[src/inc/scan_port_pkg.sv]
package scan_port_pkg;

	// Chain lengths
	localparam int IR_LEN    = 8;
	localparam int ID_LEN    = 32;
	localparam int BSR_LEN   = 87;
	localparam int OE_CELLS  = 4;
	localparam int PAD_CELLS = BSR_LEN - OE_CELLS;

	// Instruction codes
	localparam logic [7:0] INSTR_EXTEST = 8'h00;
	localparam logic [7:0] INSTR_SAMPLE = 8'h01;
	localparam logic [7:0] INSTR_IDCODE = 8'h03;
	localparam logic [7:0] INSTR_BYPASS = 8'hFF;
	localparam logic [7:0] INSTR_DEBUG_LO = 8'h80;

	// Capture pattern of the instruction path
	localparam logic [7:0] IR_CAPTURE = 8'h01;

	// Data register selection codes
	localparam logic [1:0] DR_BYPASS   = 2'h0;
	localparam logic [1:0] DR_BOUNDARY = 2'h1;
	localparam logic [1:0] DR_IDENT    = 2'h2;

	// Output-enable cells default to enabled
	localparam logic [OE_CELLS-1:0] OE_RESET = 4'hF;

	// Register map, byte addresses
	localparam logic [7:0] CTRL_OFFSET   = 8'h00;
	localparam logic [7:0] STATUS_OFFSET = 8'h04;
	localparam int CTRL_HOLD_BIT = 0;
	localparam logic CTRL_RESET = 1'b0;

	// Rising-edge count that forces reset
	localparam logic [2:0] TMS_RESET_EDGES = 3'h5;

	// Controller states, one-hot
	typedef enum logic [15:0] {
		TAP_RESET = 16'h0001,
		TAP_IDLE  = 16'h0002,
		SEL_DR    = 16'h0004,
		CAP_DR    = 16'h0008,
		SHIFT_DR  = 16'h0010,
		EXIT1_DR  = 16'h0020,
		PAUSE_DR  = 16'h0040,
		EXIT2_DR  = 16'h0080,
		UPD_DR    = 16'h0100,
		SEL_IR    = 16'h0200,
		CAP_IR    = 16'h0400,
		SHIFT_IR  = 16'h0800,
		EXIT1_IR  = 16'h1000,
		PAUSE_IR  = 16'h2000,
		EXIT2_IR  = 16'h4000,
		UPD_IR    = 16'h8000
	} tap_state_t;

endpackage

[src/design/boundary_scan_test_port.sv]
// The Wishbone interface to the registers and the register addresses are this design's own decisions.
`timescale 1ns/1ps
// How it works
// - Eight-cell instruction register selects test and data register.
// - Codes 00/01 boundary, 03 ident, FF bypass, 80-FE debug, rest reserved.
// - Instruction bits shift in least significant bit first.
// - One-cell bypass between serial in and out during bypass data shift.
// - Boundary chain is one serial path of 87 cells.
// - Four enable cells gate outputs in test; 1 enables, default 1.
// - Serial in enters boundary cell 0; top cell feeds serial out.
// - Shifted pattern drives pins; capture loads pin values into chain.
// - Ident register 32 bits: version, product, maker, constant 1.
// - Ident value leaves least significant bit first.
// - Data scan path is the register chosen by current instruction.
// - Serial in and mode select sampled on test clock rising edges.
// - Serial out changes only on test clock falling edges.
// - Test logic runs from the test clock, found by edge detection.
// - Sixteen-state controller steered by mode select.
// - Test reset low forces controller reset without test clock edges.
// - Five rising edges with mode select high reach reset and stay.
// - Reset state loads ident instruction into instruction latch.
// - Instruction capture loads 01 into two low bits.
// - Data update on falling edge; parallel outputs stable while shifting.
module boundary_scan_test_port #(
	parameter logic [3:0]  ID_VERSION = 4'h1,   // Arbitrary value
	parameter logic [15:0] ID_PRODUCT = 16'h1234, // Arbitrary value
	parameter logic [10:0] ID_MAKER   = 11'h0AB  // Arbitrary value
) (
	input  wire logic                            clk,
	input  wire logic                            reset_n,
	input  wire logic                            test_clock_in,
	input  wire logic                            test_mode_select,
	input  wire logic                            test_serial_in,
	input  wire logic                            test_reset_n,
	output logic                                 test_serial_out,
	input  wire logic [scan_port_pkg::PAD_CELLS-1:0] pad_in,
	input  wire logic [scan_port_pkg::PAD_CELLS-1:0] core_pad_out,
	output logic [scan_port_pkg::PAD_CELLS-1:0]  pad_out,
	output logic [scan_port_pkg::OE_CELLS-1:0]   scan_output_enable_cells,
	input  wire logic                            wb_cyc_i,
	input  wire logic                            wb_stb_i,
	input  wire logic                            wb_we_i,
	input  wire logic [7:0]                      wb_adr_i,
	input  wire logic [3:0]                      wb_sel_i,
	input  wire logic [31:0]                     wb_dat_i,
	output logic [31:0]                          wb_dat_o,
	output logic                                 wb_ack_o
);
	import scan_port_pkg::*;

	localparam logic [ID_LEN-1:0] ID_VALUE = {ID_VERSION, ID_PRODUCT, ID_MAKER, 1'b1};

	typedef struct packed {
		logic                 tck_s1;
		logic                 tck_s2;
		logic                 tck_d;
		logic                 tms_s1;
		logic                 tms_s2;
		logic                 tdi_s1;
		logic                 tdi_s2;
		logic                 trst_s1;
		logic                 trst_s2;
		logic [PAD_CELLS-1:0] pad_s1;
		logic [PAD_CELLS-1:0] pad_s2;
		tap_state_t           state;
		logic [2:0]           tms_cnt;
		logic [IR_LEN-1:0]    ir_shift;
		logic [IR_LEN-1:0]    instr;
		logic                 bypass;
		logic [BSR_LEN-1:0]   bsr_shift;
		logic [BSR_LEN-1:0]   bsr_upd;
		logic [ID_LEN-1:0]    id_shift;
		logic                 tdo;
		logic [PAD_CELLS-1:0] pad_drv;
		logic [OE_CELLS-1:0]  oe;
		logic                 hold;
		logic                 ack;
		logic [31:0]          dat;
	} regs_t;

	localparam regs_t REGS_INIT = '{
		state:   TAP_RESET,
		instr:   INSTR_IDCODE,
		bsr_upd: {{PAD_CELLS{1'b0}}, OE_RESET},
		oe:      OE_RESET,
		hold:    CTRL_RESET,
		default: '0
	};

	regs_t r_reg;
	regs_t r_next;
	logic  rise;
	logic  fall;
	logic  extest;
	logic  dr_out;
	logic  req;

	// Controller state graph
	function automatic tap_state_t tap_next(input tap_state_t s, input logic m);
		case (s)
			TAP_RESET: tap_next = m ? TAP_RESET : TAP_IDLE;
			TAP_IDLE:  tap_next = m ? SEL_DR : TAP_IDLE;
			SEL_DR:    tap_next = m ? SEL_IR : CAP_DR;
			CAP_DR:    tap_next = m ? EXIT1_DR : SHIFT_DR;
			SHIFT_DR:  tap_next = m ? EXIT1_DR : SHIFT_DR;
			EXIT1_DR:  tap_next = m ? UPD_DR : PAUSE_DR;
			PAUSE_DR:  tap_next = m ? EXIT2_DR : PAUSE_DR;
			EXIT2_DR:  tap_next = m ? UPD_DR : SHIFT_DR;
			UPD_DR:    tap_next = m ? SEL_DR : TAP_IDLE;
			SEL_IR:    tap_next = m ? TAP_RESET : CAP_IR;
			CAP_IR:    tap_next = m ? EXIT1_IR : SHIFT_IR;
			SHIFT_IR:  tap_next = m ? EXIT1_IR : SHIFT_IR;
			EXIT1_IR:  tap_next = m ? UPD_IR : PAUSE_IR;
			PAUSE_IR:  tap_next = m ? EXIT2_IR : PAUSE_IR;
			EXIT2_IR:  tap_next = m ? UPD_IR : SHIFT_IR;
			UPD_IR:    tap_next = m ? SEL_DR : TAP_IDLE;
			default:   tap_next = TAP_RESET;
		endcase
	endfunction

	// Reserved and debug codes fall back to bypass
	function automatic logic [1:0] dr_sel(input logic [IR_LEN-1:0] code);
		if (code == INSTR_EXTEST || code == INSTR_SAMPLE) begin
			dr_sel = DR_BOUNDARY;
		end else if (code == INSTR_IDCODE) begin
			dr_sel = DR_IDENT;
		end else begin
			dr_sel = DR_BYPASS;
		end
	endfunction

	// Edges of the sampled test clock, third stage against second
	assign rise = r_reg.tck_s2 & ~r_reg.tck_d;
	assign fall = ~r_reg.tck_s2 & r_reg.tck_d;
	assign extest = (r_reg.instr == INSTR_EXTEST);
	assign req = wb_cyc_i & wb_stb_i & ~r_reg.ack;

	// Serial output of the selected data register
	always_comb begin
		case (dr_sel(r_reg.instr))
			DR_BOUNDARY: dr_out = r_reg.bsr_shift[BSR_LEN-1];
			DR_IDENT:    dr_out = r_reg.id_shift[0];
			default:     dr_out = r_reg.bypass;
		endcase
	end

	// Whole next-state computation
	always_comb begin
		r_next = r_reg;
		// Pins are asynchronous, two stages each
		r_next.tck_s1  = test_clock_in;
		r_next.tck_s2  = r_reg.tck_s1;
		r_next.tck_d   = r_reg.tck_s2;
		r_next.tms_s1  = test_mode_select;
		r_next.tms_s2  = r_reg.tms_s1;
		r_next.tdi_s1  = test_serial_in;
		r_next.tdi_s2  = r_reg.tdi_s1;
		r_next.trst_s1 = test_reset_n;
		r_next.trst_s2 = r_reg.trst_s1;
		r_next.pad_s1  = pad_in;
		r_next.pad_s2  = r_reg.pad_s1;

		// Rising edge: sample mode select and serial in
		if (rise) begin
			r_next.state = tap_next(r_reg.state, r_reg.tms_s2);
			if (r_reg.tms_s2) begin
				if (r_reg.tms_cnt != TMS_RESET_EDGES) begin
					r_next.tms_cnt = r_reg.tms_cnt + 3'h1;
				end
			end else begin
				r_next.tms_cnt = 3'h0;
			end
			case (r_reg.state)
				CAP_IR: begin
					r_next.ir_shift = IR_CAPTURE;
				end
				SHIFT_IR: begin
					r_next.ir_shift = {r_reg.tdi_s2, r_reg.ir_shift[IR_LEN-1:1]};
				end
				CAP_DR: begin
					r_next.bypass = 1'b0;
					if (dr_sel(r_reg.instr) == DR_BOUNDARY) begin
						// Pin values in, enable cells from their latch
						r_next.bsr_shift = {r_reg.pad_s2, r_reg.bsr_upd[OE_CELLS-1:0]};
					end
					if (dr_sel(r_reg.instr) == DR_IDENT) begin
						r_next.id_shift = ID_VALUE;
					end
				end
				SHIFT_DR: begin
					case (dr_sel(r_reg.instr))
						DR_BOUNDARY: begin
							r_next.bsr_shift = {r_reg.bsr_shift[BSR_LEN-2:0], r_reg.tdi_s2};
						end
						DR_IDENT: begin
							r_next.id_shift = {r_reg.tdi_s2, r_reg.id_shift[ID_LEN-1:1]};
						end
						default: begin
							r_next.bypass = r_reg.tdi_s2;
						end
					endcase
				end
				default: begin
				end
			endcase
		end

		// Falling edge: drive serial out, load parallel latches
		if (fall) begin
			if (r_reg.state == SHIFT_IR) begin
				r_next.tdo = r_reg.ir_shift[0];
			end else if (r_reg.state == SHIFT_DR) begin
				r_next.tdo = dr_out;
			end
			if (r_reg.state == UPD_IR) begin
				r_next.instr = r_reg.ir_shift;
			end
			if (r_reg.state == UPD_DR && dr_sel(r_reg.instr) == DR_BOUNDARY) begin
				r_next.bsr_upd = r_reg.bsr_shift;
			end
		end

		// Reset state keeps the ident instruction selected
		if (r_reg.state == TAP_RESET) begin
			r_next.instr = INSTR_IDCODE;
		end

		// Test reset needs only the system clock, no test clock edge
		if (!r_reg.trst_s2 || r_reg.hold) begin
			r_next.state = TAP_RESET;
			r_next.tms_cnt = 3'h0;
		end

		// Pins follow the core unless external test is active
		if (extest) begin
			r_next.pad_drv = r_reg.bsr_upd[BSR_LEN-1:OE_CELLS];
			r_next.oe = r_reg.bsr_upd[OE_CELLS-1:0];
		end else begin
			r_next.pad_drv = core_pad_out;
			r_next.oe = OE_RESET;
		end

		// Wishbone slave, ack one cycle after the request
		r_next.ack = req;
		if (req) begin
			if (wb_adr_i == CTRL_OFFSET) begin
				r_next.dat = {31'h0000_0000, r_reg.hold};
				if (wb_we_i && wb_sel_i[0]) begin
					r_next.hold = wb_dat_i[CTRL_HOLD_BIT];
				end
			end else if (wb_adr_i == STATUS_OFFSET) begin
				r_next.dat = {8'h00, r_reg.instr, r_reg.state};
			end else begin
				r_next.dat = 32'h0000_0000; // Unmapped reads zero
			end
		end
	end

	// Single register bank for all state
	always_ff @(posedge clk or negedge reset_n) begin
		if (!reset_n) begin
			r_reg <= REGS_INIT;
		end else begin
			r_reg <= r_next;
		end
	end

	assign test_serial_out = r_reg.tdo;
	assign pad_out = r_reg.pad_drv;
	assign scan_output_enable_cells = r_reg.oe;
	assign wb_dat_o = r_reg.dat;
	assign wb_ack_o = r_reg.ack;
endmodule

[config.mk]
export PLATFORM = sky130hd
export DESIGN_NAME = boundary_scan_test_port
export DESIGN_NICKNAME = d
export VERILOG_FILES = /design/src/inc/scan_port_pkg.sv /design/src/design/boundary_scan_test_port.sv
export SDC_FILE = /design/constraint.sdc
export NUM_CORES = 1
export LEC_CHECK = 0
export BUFFER_PORTS_ARGS = -buffer_cell sky130_fd_sc_hd__buf_4
export CORE_ASPECT_RATIO = 0.75
export CORE_MARGIN = 4
export CORE_UTILIZATION = 60
export DETAILED_ROUTE_END_ITERATION = 10
export PLACE_DENSITY_LB_ADDON = 0.05
export REMOVE_ABC_BUFFERS = 1
export SLEW_MARGIN = 20
export SYNTH_ARGS = -nofsm -noshare
export SYNTH_HDL_FRONTEND = slang
export SYNTH_SLANG_ARGS = --single-unit
[constraint.sdc]
create_clock -name clk -period 5.9 [get_ports clk]
set_input_delay 1.18 -clock clk [delete_from_list [all_inputs] [get_ports clk]]
set_output_delay 1.18 -clock clk [all_outputs]
set_load 0.01 [all_outputs]
==> impl_metrics.env, run 1 <==
export IMPL_antenna_found_initial=1
export IMPL_path_clk_slew_ps=60
export IMPL_gp_congestion=0.884
export IMPL_post_drt_via_cell_ratio=5.32
export IMPL_ctsHoldBuffers=0
export IMPL_muxShareOfSynthArea=0.141
export IMPL_die_x_microns=219
export IMPL_drive_gt1_frac=0.343
export IMPL_clockRootBuffer="clkbuf_16"
export IMPL_synth_top_area_cell="dfrtp_1"
export IMPL_rsz0062_at_grt="no"
export IMPL_synthTopCellsByCount="517 x dfrtp_1, 169 x nand2_1, 165 x mux2_2"
export IMPL_largest_reg_flops=327
export IMPL_synthDistinctLibCells=61
export IMPL_cp_max_fo=20
export IMPL_synth_area_leaders="dfrtp_1 65%, mux2_2 9.3%, buf_4 4.5%"
export IMPL_ys_warn_count=0
export IMPL_ys_seq_area_frac=0.663
export IMPL_peakVddDrop_mv=0.219
export IMPL_whs_path_depth=0
export IMPL_hp_class="reg -> reg"
export IMPL_crit_slowest_cell="nor3_4"
export IMPL_postPlaceCellArea_sq_mm=0.0216
export IMPL_outcome="finished, final reports clean"
export IMPL_drc=0
export IMPL_die_area_sq_mm=0.0362
export IMPL_cellPowerDensity_mw_per_mm2=305
export IMPL_crit_arrival_ps=3920
export IMPL_hold_violations=0
export IMPL_post_cts_resize_count=0
export IMPL_r2r_cells=5
export IMPL_grt_max_degree=164
export IMPL_syn_inst=1481
export IMPL_dr_pass1_iters=5
export IMPL_synth_area_sq_mm=0.0199
export IMPL_slew_headroom=0.300
export IMPL_tns_ps=0
export IMPL_grt_pass1_wl_mm=63.5
export IMPL_hpwl_mm=25.4
export IMPL_synth_edff_count=0
export IMPL_yosys_area_share_simple=0.0734
export IMPL_cts_tree="done"
export IMPL_synth_adder_area_share=0
export IMPL_grt_pass1_vias=11600
export IMPL_grt_overflow_total=0
export IMPL_numCtsBuffers=48
export IMPL_crit_type="reg -> reg"
export IMPL_synthToLayoutAreaGrowth_pct=16.3
export IMPL_start_util=0.612
export IMPL_die_y_microns=166
export IMPL_ctsHtreeMaxLevel=2
export IMPL_cellLeakagePower_nw=10.8
export IMPL_port_buffer_count=297
export IMPL_skew_ps=10.3
export IMPL_yosys_most_used_dff="dfrtp_1"
export IMPL_final_period_utilization=0.592
export IMPL_max_stage_delay_ps=950
export IMPL_synth_top_family_by_area="multiplexers"
export IMPL_yosysMostFrequentCell="dfrtp_1"
export IMPL_worst_pin_slew_ps=1050
export IMPL_drt_iter0_markers=899
export IMPL_synth_compound_area_frac=0.0494
export IMPL_clock_latency_ps=550
export IMPL_achievable_frequency_mhz=286
export IMPL_nFillCells=2253
export IMPL_synth_seq_cells=528
export IMPL_wl_per_cell_microns=18.3
export IMPL_num_vias=11300
export IMPL_core_area_sq_mm=0.0326
export IMPL_synthXorXnorAreaFrac=0.00264
export IMPL_stdcell_area_sq_mm=0.0232
export IMPL_avgSynthCellArea_sq_um=13.5
export IMPL_cp_start_kind="flop"
export IMPL_finalSetupViolCount=0
export IMPL_drt_total_wl_mm=38.9
export IMPL_crit_required_ps=6330
export IMPL_min_period_ps=3490
export IMPL_rows=57
export IMPL_cts_setup_buffers=0
export IMPL_yosys_area_top_type_share=0.649
export IMPL_maxSlewViolCount=0
export IMPL_ant_nets=0
export IMPL_pin_count=340
export IMPL_cp_end_kind="flop"
export IMPL_cap_violations=0
export IMPL_ctsLongestPathBuffers=3
export IMPL_grt_use_total=0.217
export IMPL_clkSinkCount=528
export IMPL_postSynth_asyncResetShare=1.00
export IMPL_fin_nets=1870
export IMPL_insertedDiodeCount=0
export IMPL_cp_cell_sequence="nor4_1 > nand3_1 > nor3_4 > buf_4 > mux2_2"
==> metrics by stage <==
step | worst slack (ps) | utilization | instances | hold WS [ps] | power (W)
after floorplan | 378 | - | 1287 | 331 | 0.00387
after global placement | 2460 | 0.663 | 2043 | 331 | 0.00410
after detailed placement | 2400 | 0.663 | 2043 | 335 | 0.00411
after CTS | 2320 | 0.711 | 2129 | 347 | 0.00717
after global routing | 2160 | 0.711 | 2129 | 351 | 0.00736
final | 2410 | 0.711 | 2129 | 344 | 0.00708
==> area by class of cell <==
type | count | area [sq um] | area share
Clock buffer | 75 | 1470 | 0.0636
Clock inverter | 11 | 92.6 | 0.00399
Inverter | 10 | 37.5 | 0.00162
Multi-Input combinational cell | 749 | 5380 | 0.232
Sequential cell | 528 | 13200 | 0.570
Tap cell | 442 | 553 | 0.0239
Timing Repair Buffer | 314 | 2430 | 0.105
==> cells by family after synthesis <==
family / after synthesis
DFF: 528
AOI/OAI and AO/OA: 165
other: 1
xor gates and xnor gates: 6
and+or+nand+nor: 310
muxes: 260
buffers and inverters: 211
==> cell usage in the layout (no fill, tap or decap), types with 10 or more instances in the layout <==
cell	instances
clkbuf_8	15
clkbuf_16	49
mux2_2	165
dfrtp_1	517
o21ai_1	11
mux2i_1	87
inv_1	10
nand2_1	169
nor2_1	33
nor3_1	25
dfstp_2	11
nand3_1	27
buf_4	308
a22o_1	25
clkbuf_1	11
o21ai_0	108
==> worst max-delay path, delay by kind of cell (launching register included) <==
family | cells | cell delay, ps
simple gates | 3 | 2130
flops | 1 | 400
mux | 1 | 380
buf+inv | 1 | 440
==> per-layer routing <==
| metal | track usage | share of wire | vias to the layer above |
|---|---|---|---|
| met5 | 0 | 0.00051 | - |
| met3 | 0.0552 | 0.066 | 48 |
| met2 | 0.328 | 0.46 | 273 |
| met1 | 0.326 | 0.46 | 5737 |
| met4 | 0.0489 | 0.016 | 2 |
| li1 | - | - | 5263 |
==> final timing paths <==
| kind | from | end | slack [ps] |
|---|---|---|---|
| max in group asynchronous | reset_n | pad_out[18] | 3880 |
| min reg2reg | r_next[532] | r_reg[532] | 340 |
| min | r_next[532] | r_reg[532] | 340 |
| max reg2reg | r_reg[331] | r_reg[191] | 2410 |
| min in group asynchronous | reset_n | pad_out[82] | 640 |
| max | r_reg[331] | r_reg[191] | 2410 |
==> report_power, final <==
group / switching [W] / leakage (nW) / internal (W) / total [W]
Sequential: 0.0000258 / 6.74 / 0.00371 / 0.00374
Clock: 0.00128 / 0.771 / 0.00176 / 0.00304
Combinational: 0.000147 / 3.28 / 0.000153 / 0.000300
(Power assumes the default switching activity.)
==> inputs of run 2 (changes only) <==
--- a/config.mk
+++ b/config.mk
@@ -8,7 +8,7 @@
 export BUFFER_PORTS_ARGS = -buffer_cell sky130_fd_sc_hd__buf_4
 export CORE_ASPECT_RATIO = 0.75
 export CORE_MARGIN = 4
-export CORE_UTILIZATION = 60
+export CORE_UTILIZATION = 50
 export DETAILED_ROUTE_END_ITERATION = 10
 export PLACE_DENSITY_LB_ADDON = 0.05
 export REMOVE_ABC_BUFFERS = 1
==> constraint.sdc (replaced) <==
create_clock -name clk -period 3.1 [get_ports clk]
set_input_delay 0.62 -clock clk [delete_from_list [all_inputs] [get_ports clk]]
set_output_delay 0.62 -clock clk [all_outputs]
set_load 0.01 [all_outputs]
==> impl_metrics.env, run 2 (synthesis gave the netlist of run 1 again) <==
export IMPL_multi_input_area_sq_mm=0.00538
export IMPL_core_area_sq_mm=0.0395
export IMPL_finalSetupViolCount=0
export IMPL_die_x_microns=239
export IMPL_gp_congestion=0.882
export IMPL_cp_max_fo=58
export IMPL_grt_pass1_vias=11600
export IMPL_cp_end_kind="flop"
export IMPL_antenna_found_initial=2
export IMPL_maxSlewViolCount=0
export IMPL_outcome="finished, final reports clean"
export IMPL_worst_pin_slew_ps=811
export IMPL_wl_per_cell_microns=17.6
export IMPL_start_util=0.505
export IMPL_fin_nets=1888
export IMPL_crit_arrival_ps=3100
export IMPL_grt_pass1_wl_mm=63.8
export IMPL_drt_iter0_markers=602
export IMPL_drc=0
export IMPL_cts_tree="done"
export IMPL_cellLeakagePower_nw=11.0
export IMPL_num_vias=11200
export IMPL_crit_slowest_cell="or4_4"
export IMPL_regArea_sq_mm=0.0132
export IMPL_largest_reg_flops=327
export IMPL_clkSinkCount=528
export IMPL_dr_pass1_iters=4
export IMPL_post_cts_resize_count=0
export IMPL_postPlaceCellArea_sq_mm=0.0219
export IMPL_final_common_cell="dfrtp_1"
export IMPL_path_clk_slew_ps=60
export IMPL_crit_required_ps=3500
export IMPL_rows=63
export IMPL_hpwl_mm=25.9
export IMPL_cellPowerDensity_mw_per_mm2=582
export IMPL_crit_type="reg -> reg"
export IMPL_achievable_frequency_mhz=371
export IMPL_ctsLongestPathBuffers=3
export IMPL_drive_gt1_frac=0.352
export IMPL_stdcell_area_sq_mm=0.0236
export IMPL_die_area_sq_mm=0.0432
export IMPL_cp_start_kind="flop"
export IMPL_clock_latency_ps=570
export IMPL_cts_setup_buffers=0
export IMPL_cp_num_buf_inv=1
export IMPL_grt_overflow_total=0
export IMPL_pin_count=340
export IMPL_hp_class="in -> async"
export IMPL_clockRootBuffer="clkbuf_16"
export IMPL_ctsHoldBuffers=0
export IMPL_port_buffer_count=297
export IMPL_slew_headroom=0.454
export IMPL_hold_violations=0
export IMPL_skew_ps=25.5
export IMPL_min_period_ps=2690
export IMPL_rsz0062_at_grt="no"
export IMPL_utilization=0.598
export IMPL_ant_nets=0
export IMPL_grt_use_total=0.183
export IMPL_drt_total_wl_mm=39.4
export IMPL_peakVddDrop_mv=0.458
export IMPL_synthToLayoutAreaGrowth_pct=18.4
export IMPL_layout_common_cells="517 x dfrtp_1, 314 x buf_4, 169 x nand2_1"
export IMPL_cp_cell_sequence="or4_4 > nor4_4 > and3_4 > buf_12 > mux2i_1 > o21ai_0"
export IMPL_max_stage_delay_ps=610
export IMPL_ctsHtreeMaxLevel=2
export IMPL_cp_depth=6
export IMPL_critPathTopFamily="simple AND/OR/NAND/NOR gates"
export IMPL_die_y_microns=181
export IMPL_finalPower_w=0.0137
export IMPL_final_period_utilization=0.869
export IMPL_nFillCells=3250
export IMPL_numCtsBuffers=51
export IMPL_grt_max_degree=175
export IMPL_r2r_cells=6
export IMPL_cap_violations=0
export IMPL_post_drt_via_cell_ratio=5.01
[run 2: changes by cell type in the layout (fill, tap and decap cells not counted), moves of 2 or more]
cell,previous run,this run
buf_12,5,14
buf_4,308,314
clkbuf_16,49,52
clkbuf_8,15,17
clkinv_2,6,11
clkinvlp_4,2,0
[run 2: per-stage QoR]
| step | std cells | hold WS [ps] | TNS [ps] | setup slack, ps |
|---|---|---|---|---|
| 2_1_floorplan | 1287 | 324 | -612430 | -2420 |
| 3_3_place_gp | 2136 | 332 | 0 | 460 |
| 3_5_place_dp | 2136 | 335 | 0 | 425 |
| 4_1_cts | 2231 | 32.2 | 0 | 393 |
| 5_1_grt | 2231 | 37.6 | 0 | 204 |
| 6_report | 2232 | 16.2 | 0 | 406 |
[run 2: final timing paths]
path | start | endpoint | slack [ps]
max reg2reg | r_reg[357] | r_reg[299] | 410
min | reset_n | wb_dat_o[22] | 20
max in group asynchronous | reset_n | r_reg[356] | 2120
max | r_reg[357] | r_reg[299] | 410
min in group clk | pad_in[50] | r_next[414] | 150
min reg2reg | r_next[428] | r_reg[428] | 340
[run 2: area by class of cell]
cell class                 count  share of cell area
antenna                        1            0.000106
clock buffer                  81              0.0669
clock inverter                14             0.00376
inverter                      10             0.00159
multi-input combinational    749               0.228
sequential                   528               0.560
tap                          520              0.0276
timing repair buffer         329               0.112
[run 2: layer usage]
| layer | GRT usage | share of wire |
|---|---|---|
| met2 | 0.279 | 0.45 |
| met3 | 0.0497 | 0.065 |
| met1 | 0.267 | 0.47 |
| met5 | 0 | 0.00028 |
| met4 | 0.0395 | 0.017 |
[run 2: report_power, final]
group          internal, W  leakage, nW  total, W  switching, W
Clock              0.00350        0.836   0.00604       0.00254
Sequential         0.00706         6.74   0.00712     0.0000502
Combinational     0.000306         3.39  0.000587      0.000281
Total               0.0109         11.0    0.0137       0.00287
==> inputs of run 3 (changes only) <==
--- a/config.mk
+++ b/config.mk
@@ -10,7 +10,7 @@
 export CORE_MARGIN = 4
 export CORE_UTILIZATION = 50
 export DETAILED_ROUTE_END_ITERATION = 10
-export PLACE_DENSITY_LB_ADDON = 0.05
+export PLACE_DENSITY_LB_ADDON = 0.25
 export REMOVE_ABC_BUFFERS = 1
 export SLEW_MARGIN = 20
 export SYNTH_ARGS = -nofsm -noshare
==> impl_metrics.env, run 3 (synthesis gave the netlist of run 1 again) <==
export IMPL_critPathLaunch="r_reg[357]"
export IMPL_clock_latency_ps=560
export IMPL_crit_arrival_ps=3220
export IMPL_worst_pin_slew_ps=904
export IMPL_cts_setup_buffers=0
export IMPL_maxSlewViolCount=0
export IMPL_drt_iter0_markers=697
export IMPL_grt_overflow_total=0
export IMPL_ctsLongestPathBuffers=3
export IMPL_ctsHoldBuffers=0
export IMPL_final_period_utilization=0.912
export IMPL_cp_cell_sequence="or4_4 > nor4_4 > nand4b_1 > buf_12 > nand2_1 > o21ai_0"
export IMPL_port_buffer_count=297
export IMPL_drc=0
export IMPL_postPlaceCellArea_sq_mm=0.0220
export IMPL_rows=63
export IMPL_wl_per_cell_microns=17.8
export IMPL_cp_max_fo=174
export IMPL_largest_reg_flops=327
export IMPL_fin_nets=1890
export IMPL_crit_slowest_cell="or4_4"
export IMPL_pin_count=340
export IMPL_cts_tree="done"
export IMPL_drt_total_wl_mm=39.8
export IMPL_utilization=0.599
export IMPL_clockRootBuffer="clkbuf_16"
export IMPL_cp_start_kind="flop"
export IMPL_antenna_found_initial=2
export IMPL_synthToLayoutAreaGrowth_pct=18.6
export IMPL_skew_ps=22.4
export IMPL_reg2reg_from="r_reg[357]"
export IMPL_dr_pass1_iters=5
export IMPL_cp_num_buf_inv=1
export IMPL_stdcell_area_sq_mm=0.0236
export IMPL_ctsHtreeMaxLevel=2
export IMPL_cap_violations=0
export IMPL_grt_max_degree=175
export IMPL_start_util=0.505
export IMPL_outcome="finished, final reports clean"
export IMPL_num_vias=11400
export IMPL_core_area_sq_mm=0.0395
export IMPL_achievable_frequency_mhz=354
export IMPL_path_clk_slew_ps=60
export IMPL_crit_type="reg -> reg"
export IMPL_crit_required_ps=3490
export IMPL_hold_violations=0
export IMPL_hp_class="in -> async"
export IMPL_hpwl_mm=26.8
export IMPL_critPathTopFamily="simple AND/OR/NAND/NOR gates"
export IMPL_post_drt_via_cell_ratio=5.11
export IMPL_drive_gt1_frac=0.351
export IMPL_max_stage_delay_ps=620
export IMPL_min_period_ps=2830
export IMPL_post_cts_resize_count=0
export IMPL_clkSinkCount=528
export IMPL_die_area_sq_mm=0.0432
export IMPL_gp_congestion=0.889
export IMPL_slew_headroom=0.397
export IMPL_numCtsBuffers=49
export IMPL_grt_pass1_wl_mm=64.6
export IMPL_final_common_cell="dfrtp_1"
export IMPL_grt_use_total=0.185
export IMPL_peakVddDrop_mv=0.469
export IMPL_grt_pass1_vias=11800
export IMPL_rsz0062_at_grt="no"
export IMPL_cp_end_kind="flop"
export IMPL_ant_nets=0
export IMPL_layout_common_cells="517 x dfrtp_1, 316 x buf_4, 169 x nand2_1"
export IMPL_cellLeakagePower_nw=11.0
export IMPL_die_x_microns=239
export IMPL_finalSetupViolCount=0
export IMPL_cellPowerDensity_mw_per_mm2=581
export IMPL_die_y_microns=181
## run 3: worst reg2reg max path, cell delays in order, from the launching register on
cell and delay, ps:
dfrtp_1 490, or4_4 620, nor4_4 400, nand4b_1 220, buf_12 260, nand2_1 540, o21ai_0 130
## run 3: final timing paths
check                              end  slack (ps)  depth (start not counted)
setup / recovery            r_reg[241]         270                          6
hold / removal              r_reg[303]           9                          1
setup reg to reg            r_reg[241]         270                          6
hold reg to reg             r_reg[425]         340                          0
max in group asynchronous   r_reg[330]        2230                          2
min in group clk           r_next[405]         160                          1
## run 3: per-layer routing
metal / routed length, microns / track usage
met3: 2370 / 0.0444
met4: 610 / 0.0392
met5: 13 / 0
met1: 17800 / 0.268
met2: 19000 / 0.290
## run 3: where the power goes
group          switching (W)  internal [W]
combinational       0.000282      0.000308
sequential         0.0000513       0.00706
clock                0.00250       0.00351
total                0.00284        0.0109
## run 3: final cells by class
cell class	count	area, sq um
clock inverters	14	174
multi-input cells	749	5380
well taps	520	651
inverters	10	37.5
repair buffers	333	2710
flip-flops and latches	528	13200
clock buffers	76	1470
diodes	1	2.50
fillers	3047	15900
## run 3: metrics by stage
stage                     std cells  worst slack, ps  power (W)  hold WS [ps]  TNS (ps)
final                          2231              274     0.0137          8.51         0
after global routing           2230              206     0.0143          26.0         0
after CTS                      2230              348     0.0139          3.33         0
after detailed placement       2140              373    0.00785           335         0
after global placement         2140              475    0.00783           332         0
after floorplan                1287            -2420    0.00737           324   -612430
